--- config.mk ---
export PLATFORM = sky130hd
export DESIGN_NAME = appd_device_flat
export DESIGN_NICKNAME = d
export VERILOG_FILES = /design/src/hdl/appd_pkg.sv /design/src/hdl/appd_link_if.sv /design/src/hdl/appd_device.sv /design/src/flat_wrapper.sv
export SDC_FILE = /design/constraint.sdc
export NUM_CORES = 1
export LEC_CHECK = 0
export BUFFER_PORTS_ARGS = -buffer_cell sky130_fd_sc_hd__buf_2
export CAP_MARGIN = 25
export CORE_MARGIN = 3
export CORE_UTILIZATION = 60
export CTS_CLUSTER_SIZE = 10
export DETAILED_ROUTE_END_ITERATION = 6
export PLACE_DENSITY = 0.8
export SETUP_SLACK_MARGIN = 0.2
export SLEW_MARGIN = 20
export SYNTH_ARGS = -nofsm -noshare
export SYNTH_HDL_FRONTEND = slang
export SYNTH_SLANG_ARGS = --single-unit
--- constraint.sdc ---
create_clock -name clock -period 3.45 [get_ports clock]
set_input_delay 0.69 -clock clock [delete_from_list [all_inputs] [get_ports clock]]
set_output_delay 0.69 -clock clock [all_outputs]
set_load 0.02 [all_outputs]
--- src/hdl/appd_pkg.sv ---
// Shared constants for the converter pair power-state control link.
// Assumes a single 25 MHz clock shared by the device end and host end.
package appd_pkg;
	localparam int unsigned CLK_PERIOD_NS = 40;
	localparam int unsigned PAIR_COUNT = 3;
	// Conversion time of one pair, in ns, and its cycle count.
	localparam int unsigned CONV_TIME_NS = 3000;
	localparam int unsigned CONV_CYCLES =
		(CONV_TIME_NS + CLK_PERIOD_NS - 1) / CLK_PERIOD_NS;
	// Recovery from partial power-down, least time in ns.
	localparam int unsigned PPD_RECOVER_NS = 1000;
	localparam int unsigned PPD_RECOVER_CYCLES =
		(PPD_RECOVER_NS + CLK_PERIOD_NS - 1) / CLK_PERIOD_NS;
	// Wake-up from standby, least time in ns.
	localparam int unsigned WAKE_NS = 2000;
	localparam int unsigned WAKE_CYCLES =
		(WAKE_NS + CLK_PERIOD_NS - 1) / CLK_PERIOD_NS;
	localparam int unsigned CNT_W = 16;
	localparam logic [2:0] PAIRS_NONE = 3'h0;
	// Result word per pair, width of the widest channel.
	localparam int unsigned RESULT_W = 16;
endpackage : appd_pkg

--- src/hdl/appd_link_if.sv ---
// Pins between the host sequencer and the converter power control.
// Assumes both ends run on the same clock; the bench joins them.
`timescale 1ns/1ps
interface appd_link_if;
	logic [2:0] pair_sample_trigger;
	logic low_power_hold_n;
	logic busy;

	// Device end samples the host pins and drives busy.
	modport dev (
		input pair_sample_trigger,
		input low_power_hold_n,
		output busy
	);

	// Host end drives the pins and watches busy.
	modport host (
		output pair_sample_trigger,
		output low_power_hold_n,
		input busy
	);
endinterface : appd_link_if

--- src/hdl/appd_device.sv ---
// Device end: per-pair conversion, partial power-down and standby.
// Assumes host pins come from outside the clock domain and are
// synchronised here through three flip-flops.
//
// Behaviour
// RULE1: Trigger low before busy falls: pair powers down.
// RULE2: Only pairs converting this cycle may power down.
// RULE3: Raising trigger wakes pair into track mode.
// RULE4: Host waits recovery time before next rising edge.
// RULE5: Reference buffers stay powered during partial power-down.
// RULE6: Powered pairs keep converting while others sleep.
// RULE7: Low standby input enters standby; high leaves.
// RULE8: Result buffers stay readable during standby.
// RULE9: Host may enter standby at busy fall.
// RULE10: Host waits wake-up interval after leaving standby.
// RULE11: Rising trigger starts conversion; busy falls when done.
// RULE12: Recovery and wake-up times are parameters.
`timescale 1ns/1ps
module appd_device #(
	parameter int unsigned PPD_CYCLES = appd_pkg::PPD_RECOVER_CYCLES,
	parameter int unsigned WAKEUP_CYCLES = appd_pkg::WAKE_CYCLES
) (
	input wire logic clock,
	input wire logic rst_b,
	appd_link_if.dev link,
	input wire logic [2:0] sample_in_valid,
	output logic [2:0] pair_powered_down,
	output logic [2:0] pair_ready,
	output logic standby_active,
	output logic device_ready,
	output logic reference_on,
	output logic [2:0] result_fresh,
	output logic [47:0] result_data
);
	typedef enum logic [2:0] {
		APPD_IDLE = 3'b001,
		APPD_CONV = 3'b010,
		APPD_DONE = 3'b100
	} appd_state_e;

	appd_state_e state_q;
	appd_state_e state_d;
	logic [2:0] trig_s1_q, trig_s2_q, trig_s3_q, trig_q;
	logic [2:0] hold_s_q;
	logic hold_q;
	logic [appd_pkg::CNT_W-1:0] conv_cnt_q;
	logic [2:0] active_q;
	logic [2:0] ppd_q;
	logic [appd_pkg::CNT_W-1:0] rec_cnt_q [3];
	logic [appd_pkg::CNT_W-1:0] wake_cnt_q;
	logic [appd_pkg::RESULT_W-1:0] result_q [3];
	logic [2:0] fresh_q;
	logic [appd_pkg::RESULT_W-1:0] sample_ctr_q;

	// Down-counter helpers shared by the conversion, recovery and wake
	// timers; for recovery and wake a zero count means the wait is over.
	function automatic logic appd_zero(
		input logic [appd_pkg::CNT_W-1:0] v
	);
		return v == '0;
	endfunction : appd_zero

	// Recovery and wake callers test for zero first, and the conversion timer leaves at one, so the step never wraps.
	function automatic logic [appd_pkg::CNT_W-1:0] appd_dec(
		input logic [appd_pkg::CNT_W-1:0] v
	);
		return v - appd_pkg::CNT_W'(1);
	endfunction : appd_dec

	// Three-stage synchronisers; a change counts once stages 2 and 3
	// agree, so the first stage is never read by logic.
	always_ff @(posedge clock or negedge rst_b) begin
		if (!rst_b) begin
			trig_s1_q <= 3'h0;
			trig_s2_q <= 3'h0;
			trig_s3_q <= 3'h0;
			hold_s_q <= 3'h7;
		end else begin
			trig_s1_q <= link.pair_sample_trigger;
			trig_s2_q <= trig_s1_q;
			trig_s3_q <= trig_s2_q;
			hold_s_q <= {hold_s_q[1:0], link.low_power_hold_n};
		end
	end

	// Filtered levels update only where stages 2 and 3 agree.
	wire [2:0] trig_agree = ~(trig_s2_q ^ trig_s3_q);
	wire [2:0] trig_d = (trig_agree & trig_s3_q) | (~trig_agree & trig_q);
	wire hold_agree = hold_s_q[1] == hold_s_q[2];
	wire hold_d = hold_agree ? hold_s_q[2] : hold_q;
	wire [2:0] trig_rise = trig_d & ~trig_q;

	// A pair may start only when powered, recovered and not in standby.
	wire [2:0] rec_done;
	genvar g;
	generate
		for (g = 0; g < 3; g++) begin : g_rec
			assign rec_done[g] = appd_zero(rec_cnt_q[g]);
		end
	endgenerate
	wire awake = hold_q && appd_zero(wake_cnt_q);
	wire [2:0] can_start = ~ppd_q & rec_done & {3{awake}};
	wire [2:0] start_mask = trig_rise & can_start; // [RULE11] [RULE6]
	wire conv_last = conv_cnt_q == appd_pkg::CNT_W'(1);
	wire busy_fall = (state_q == APPD_CONV) && conv_last;

	// Busy covers one conversion window started by a rise on any pair able to start.
	always_comb begin
		state_d = state_q;
		unique case (state_q)
			APPD_IDLE: begin
				if (start_mask != appd_pkg::PAIRS_NONE)
					state_d = APPD_CONV; // [RULE11]
			end
			APPD_CONV: begin
				if (conv_last)
					state_d = APPD_DONE;
			end
			APPD_DONE: begin
				state_d = APPD_IDLE;
			end
			default: state_d = APPD_IDLE;
		endcase
	end

	// Conversion timer and set of pairs taking part.
	always_ff @(posedge clock or negedge rst_b) begin
		if (!rst_b) begin
			state_q <= APPD_IDLE;
			conv_cnt_q <= '0;
			active_q <= 3'h0;
			trig_q <= 3'h0;
			hold_q <= 1'b1;
		end else begin
			state_q <= state_d;
			trig_q <= trig_d;
			hold_q <= hold_d; // [RULE7]
			if (state_q == APPD_IDLE && state_d == APPD_CONV) begin
				conv_cnt_q <= appd_pkg::CNT_W'(appd_pkg::CONV_CYCLES);
				active_q <= start_mask;
			end else if (state_q == APPD_CONV) begin
				conv_cnt_q <= appd_dec(conv_cnt_q);
			end
		end
	end

	// Partial power-down: only converting pairs whose trigger is low
	// at busy fall sleep; a trigger rise wakes and starts recovery.
	always_ff @(posedge clock or negedge rst_b) begin
		if (!rst_b) begin
			ppd_q <= 3'h0;
			for (int i = 0; i < 3; i++) begin
				rec_cnt_q[i] <= '0;
			end
		end else begin
			for (int i = 0; i < 3; i++) begin
				if (busy_fall && active_q[i] && !trig_q[i]) begin
					ppd_q[i] <= 1'b1; // [RULE1] [RULE2]
				end else if (ppd_q[i] && trig_rise[i]) begin
					ppd_q[i] <= 1'b0; // [RULE3]
					rec_cnt_q[i] <= appd_pkg::CNT_W'(PPD_CYCLES); // [RULE4] [RULE12]
				end else if (!appd_zero(rec_cnt_q[i])) begin
					rec_cnt_q[i] <= appd_dec(rec_cnt_q[i]);
				end
			end
		end
	end

	// Standby wake-up timer starts when the hold input goes high.
	always_ff @(posedge clock or negedge rst_b) begin
		if (!rst_b) begin
			wake_cnt_q <= '0;
		end else if (!hold_d) begin
			wake_cnt_q <= appd_pkg::CNT_W'(WAKEUP_CYCLES); // [RULE10] [RULE12]
		end else if (!appd_zero(wake_cnt_q)) begin
			wake_cnt_q <= appd_dec(wake_cnt_q);
		end
	end

	// Result store is never gated by standby, so reads keep working.
	always_ff @(posedge clock or negedge rst_b) begin
		if (!rst_b) begin
			sample_ctr_q <= '0;
			fresh_q <= 3'h0;
			for (int i = 0; i < 3; i++) begin
				result_q[i] <= '0;
			end
		end else begin
			sample_ctr_q <= sample_ctr_q + appd_pkg::RESULT_W'(1);
			for (int i = 0; i < 3; i++) begin
				if (busy_fall) begin
					// Pairs not converting report zero.
					result_q[i] <= active_q[i] ? sample_ctr_q : '0;
					fresh_q[i] <= active_q[i] & sample_in_valid[i];
				end
			end
		end
	end

	assign link.busy = state_q == APPD_CONV; // [RULE11]
	assign pair_powered_down = ppd_q;
	assign pair_ready = can_start;
	assign standby_active = ~hold_q; // [RULE7]
	assign device_ready = awake;
	// Reference stays up in partial power-down; only standby drops it.
	assign reference_on = hold_q; // [RULE5]
	assign result_fresh = fresh_q;
	assign result_data = {result_q[2], result_q[1], result_q[0]}; // [RULE8]
endmodule : appd_device

--- src/flat_wrapper.sv ---
// flat-port wrapper written by rule: the top's interface ports become plain ports
module appd_device_flat 
#(
	parameter int unsigned PPD_CYCLES = appd_pkg::PPD_RECOVER_CYCLES,
	parameter int unsigned WAKEUP_CYCLES = appd_pkg::WAKE_CYCLES
)
  (clock, rst_b, sample_in_valid, pair_powered_down, pair_ready, standby_active, device_ready, reference_on, result_fresh, result_data, link_pair_sample_trigger, link_low_power_hold_n, link_busy);
  appd_link_if link_i ();
  input wire logic clock;
  input wire logic rst_b;
  input wire logic [2:0] sample_in_valid;
  output logic [2:0] pair_powered_down;
  output logic [2:0] pair_ready;
  output logic standby_active;
  output logic device_ready;
  output logic reference_on;
  output logic [2:0] result_fresh;
  output logic [47:0] result_data;
  input wire logic [$bits(link_i.pair_sample_trigger)-1:0] link_pair_sample_trigger;
  input wire logic [$bits(link_i.low_power_hold_n)-1:0] link_low_power_hold_n;
  output wire logic [$bits(link_i.busy)-1:0] link_busy;
  assign link_i.pair_sample_trigger = link_pair_sample_trigger;
  assign link_i.low_power_hold_n = link_low_power_hold_n;
  assign link_busy = link_i.busy;
  appd_device #(.PPD_CYCLES(PPD_CYCLES), .WAKEUP_CYCLES(WAKEUP_CYCLES)) u_core (.clock(clock), .rst_b(rst_b), .link(link_i), .sample_in_valid(sample_in_valid), .pair_powered_down(pair_powered_down), .pair_ready(pair_ready), .standby_active(standby_active), .device_ready(device_ready), .reference_on(reference_on), .result_fresh(result_fresh), .result_data(result_data));
endmodule
==> results.json <==
{
  "io-pin-count": 70,
  "routed_wirelength_mm": 17.61,
  "worst_ep_arrival_time_ns": 2.48,
  "netlist_top_cells_area": "sky130_fd_sc_hd__dfrtp_1 (53%), sky130_fd_sc_hd__nand2_1 (7.0%), sky130_fd_sc_hd__nand3_1 (4.7%), sky130_fd_sc_hd__xor2_1 (4.6%), sky130_fd_sc_hd__nor2_1 (4.3%)",
  "transition_time_at_the_pin_with_the_least_slew_margin_ns": 0.8845,
  "tritoncts.num_buffers": 17,
  "layout.cells.non_filler": 1077,
  "placed_cells": 1044,
  "drt_first_iter_violations": 653,
  "layout_setup_ws_ns": 0.2838,
  "synth-seq-cells": 172,
  "clk_root_buffer_cell": "sky130_fd_sc_hd__clkbuf_16",
  "synthDominantAreaCellType": "sky130_fd_sc_hd__dfrtp_1",
  "synthesis.area_per_instance_um2": 9.595,
  "drive_gt1_share_pct": 14.92,
  "nets": 913,
  "synthToLayoutAreaGrowth_pct": 15.00,
  "finalCoreUtilization_pct": 71.35,
  "grt_pass1_wl_mm": 29.73,
  "path_cells": "or4_1 > or4_4 > nor3_1 > buf_2",
  "tmin_final_ns": 3.166,
  "syn-cell-area_um2": 7925,
  "overflow": 0,
  "post-layout-total-power_mw": 4.237,
  "fp.coreArea_um2": 12770,
  "yosys_warnings": 0,
  "vias": 6310,
  "worst_r2r_startpoint": "u_core.rec_cnt_q[42]",
  "insertedDiodeCount": 0,
  "synth_largest_type_area_fraction_pct": 52.73,
  "min-delay-path-class": "primary input to asynchronous set/reset pin",
  "groute.usage.overall_pct": 25.35,
  "setup.worst_path.start_class": "flip-flop",
  "core.rowCount": 41,
  "cts.hold.buffers_added": 0,
  "cts.reportedPaths.clkPinSlew_ns": 0.06,
  "portBuffers": 69,
  "tritoncts": "done",
  "dr.pass1.iters": 6,
  "die-height_um": 120.9,
  "residual_antenna_violating_net_count_after_detailed_routing": 0,
  "whs_ns": 0.2976,
  "grt_start_max_net_pins": 77,
  "worst_path_largest_cell_delay_ns": 0.64,
  "drv_cap": 0,
  "cts-root-to-sink-buffers": 2,
  "rsz0062_at_grt": "yes",
  "clock_latency_on_the_worst_skew_pair_ns": 0.42,
  "status": "finished, final reports clean",
  "number_of_global_route_vias_before_repair": 5985,
  "syn_nets": 846,
  "leakage_power_nw": 4.588,
  "finalClockSkew_ns": 0.008626,
  "viasPerCell": 5.859,
  "design.die.area_um2": 14620,
  "h-tree-depth": 4,
  "final-max-slew-violation-count": 0,
  "design_area_um2": 9114,
  "chipWidth_um": 120.9,
  "power_density_nw_per_um2": 464.9,
  "syn_inst": 826,
  "place.detailed.hpwl_mm": 11.77,
  "gp_routability_congestion": 0.8824,
  "clock-sinks": 172,
  "reg2reg_slack_ns": 0.62,
  "finalSetupViolations": 0,
  "detail_route.drc_violations": 0,
  "depth_of_the_worst_register_to_register_path": 6,
  "achievable-frequency_mhz": 315.8,
  "edff_count_synth": 0,
  "synth_async_sr_flop_share_pct": 100.0,
  "timing.final.crit_share_pct": 91.77,
  "critical_path.endpoint_type": "output pin",
  "synth-seq-area-share_pct": 54.39,
  "final.setup.tns_ns": 0,
  "worst_ir_drop_vdd_mv": 0.2833,
  "cts_setup_buffers": 0,
  "hold_viol_final": 0,
  "pre_cts_slack_ns": 0.5417,
  "worst_slew_margin_rel_pct": 40.49,
  "crit_path_max_fanout": 7,
  "synth_flop_cell": "sky130_fd_sc_hd__dfrtp_1",
  "worst_r2r_endpoint": "u_core.conv_cnt_q[4]",
  "placement.cell_area_um2": 8458,
  "initial_cell_density_of_the_core_pct": 62.04,
  "synth.distinct_cells": 57,
  "worst-endpoint-required_ns": 2.76,
  "slowest_cp_cell": "sky130_fd_sc_hd__or4_1",
  "antenna_violations_before_repair": 0,
  "avgRoutedWirePerCell_um": 16.35,
  "worst-setup-path-type": "flip-flop to output pin"
}
[kinds of logic (layout without fill, tap and decap cells)]
logic type	count (synthesis)	after routing	synth area share [%]
simple gates	453	453	27.87
flops	172	172	54.39
xor+xnor	72	72	7.957
buf+inv	57	136	2.747
compound gates	54	54	4.389
fa+ha+maj	14	14	2.116
mux	4	4	0.5368
[layer usage]
metal / wire length [µm] / track usage, %
met1: 7714 / 35.03
met2: 8638 / 40.22
met3: 959 / 5.501
met4: 294 / 8.499
met5: 0 / 0
[synth_stat cells (all sizes together), types with 6 or more instances]
cell	n
nor4	23
nand2	148
dfrtp	167
o21ai	17
nor2	90
xnor2	30
nor4b	7
a21oi	12
nand3	75
buf	8
or4	10
nand2b	7
nor3	26
xor2	42
inv	23
or3	8
and3	6
nand3b	8
nand4b	10
nand4	20
clkbuf	26
ha	11
[worst max-delay path, delay by kind of cell, from the launching register on]
family                 cells  cell delay, ns
DFF                        1            0.42
buffers and inverters      1            0.19
and+or+nand+nor            3            1.44
[power breakdown]
part	switching (mW)	internal, mW	total (mW)
registers	0.0225	2.04	2.07
clock network	0.770	1.26	2.03
logic	0.0942	0.0439	0.138
total	0.887	3.35	4.24
[state kept, by name, summed over array words and instances (netlist names)]
signal                    flops
u_core.conv_cnt_q            16
u_core.pair_powered_down      3
u_core.reference_on           1
u_core.state_q                3
u_core.trig_s3_q              3
u_core.trig_s2_q              3
u_core.sample_ctr_q          16
u_core.result_fresh           3
u_core.trig_q                 3
u_core.active_q               3
u_core.result_data           48
u_core.wake_cnt_q            16
u_core.hold_s_q               3
u_core.rec_cnt_q             48
u_core.trig_s1_q              3
[worst max path at each step]
stage                         start             to  slack [ns]  cells past startpoint
6_report       u_core.wake_cnt_q[6]  pair_ready[0]        0.28                      4
5_1_grt        u_core.wake_cnt_q[2]  pair_ready[0]        0.19                      4
4_1_cts        u_core.wake_cnt_q[6]  pair_ready[1]        0.25                      4
3_5_place_dp   u_core.wake_cnt_q[2]  pair_ready[1]        0.54                      4
3_3_place_gp   u_core.wake_cnt_q[2]  pair_ready[0]        0.61                      4
2_1_floorplan  u_core.wake_cnt_q[2]  pair_ready[0]        0.55                      5
[timing repair]
item	4_1_cts	5_1_grt
endpoints found under the hold margin	0	0
endpoints found under the setup margin	4	1
gates resized for setup	2	1
[cell usage in the layout (no fill, tap or decap), types with 12 or more instances in the layout]
cell	count
sky130_fd_sc_hd__dfrtp_1	167
sky130_fd_sc_hd__nand2_1	147
sky130_fd_sc_hd__nor2_1	89
sky130_fd_sc_hd__nand3_1	75
sky130_fd_sc_hd__buf_2	69
sky130_fd_sc_hd__xor2_1	42
sky130_fd_sc_hd__xnor2_1	30
sky130_fd_sc_hd__nor3_1	26
sky130_fd_sc_hd__inv_1	22
sky130_fd_sc_hd__nor4_1	22
sky130_fd_sc_hd__nand4_1	20
sky130_fd_sc_hd__o21ai_0	17
sky130_fd_sc_hd__clkbuf_16	17
sky130_fd_sc_hd__a21oi_1	12
[layout make-up]
type / instances / area (µm²)
clock buffers: 20 / 466.7
clock inverters: 11 / 166.4
fillers: 886 / 3660
inverters: 23 / 86.33
multi-input cells: 597 / 3410
flip-flops and latches: 172 / 4310
well taps: 172 / 215.2
repair buffers: 82 / 459.2
Note: power is estimated with default switching activity, not from simulation.
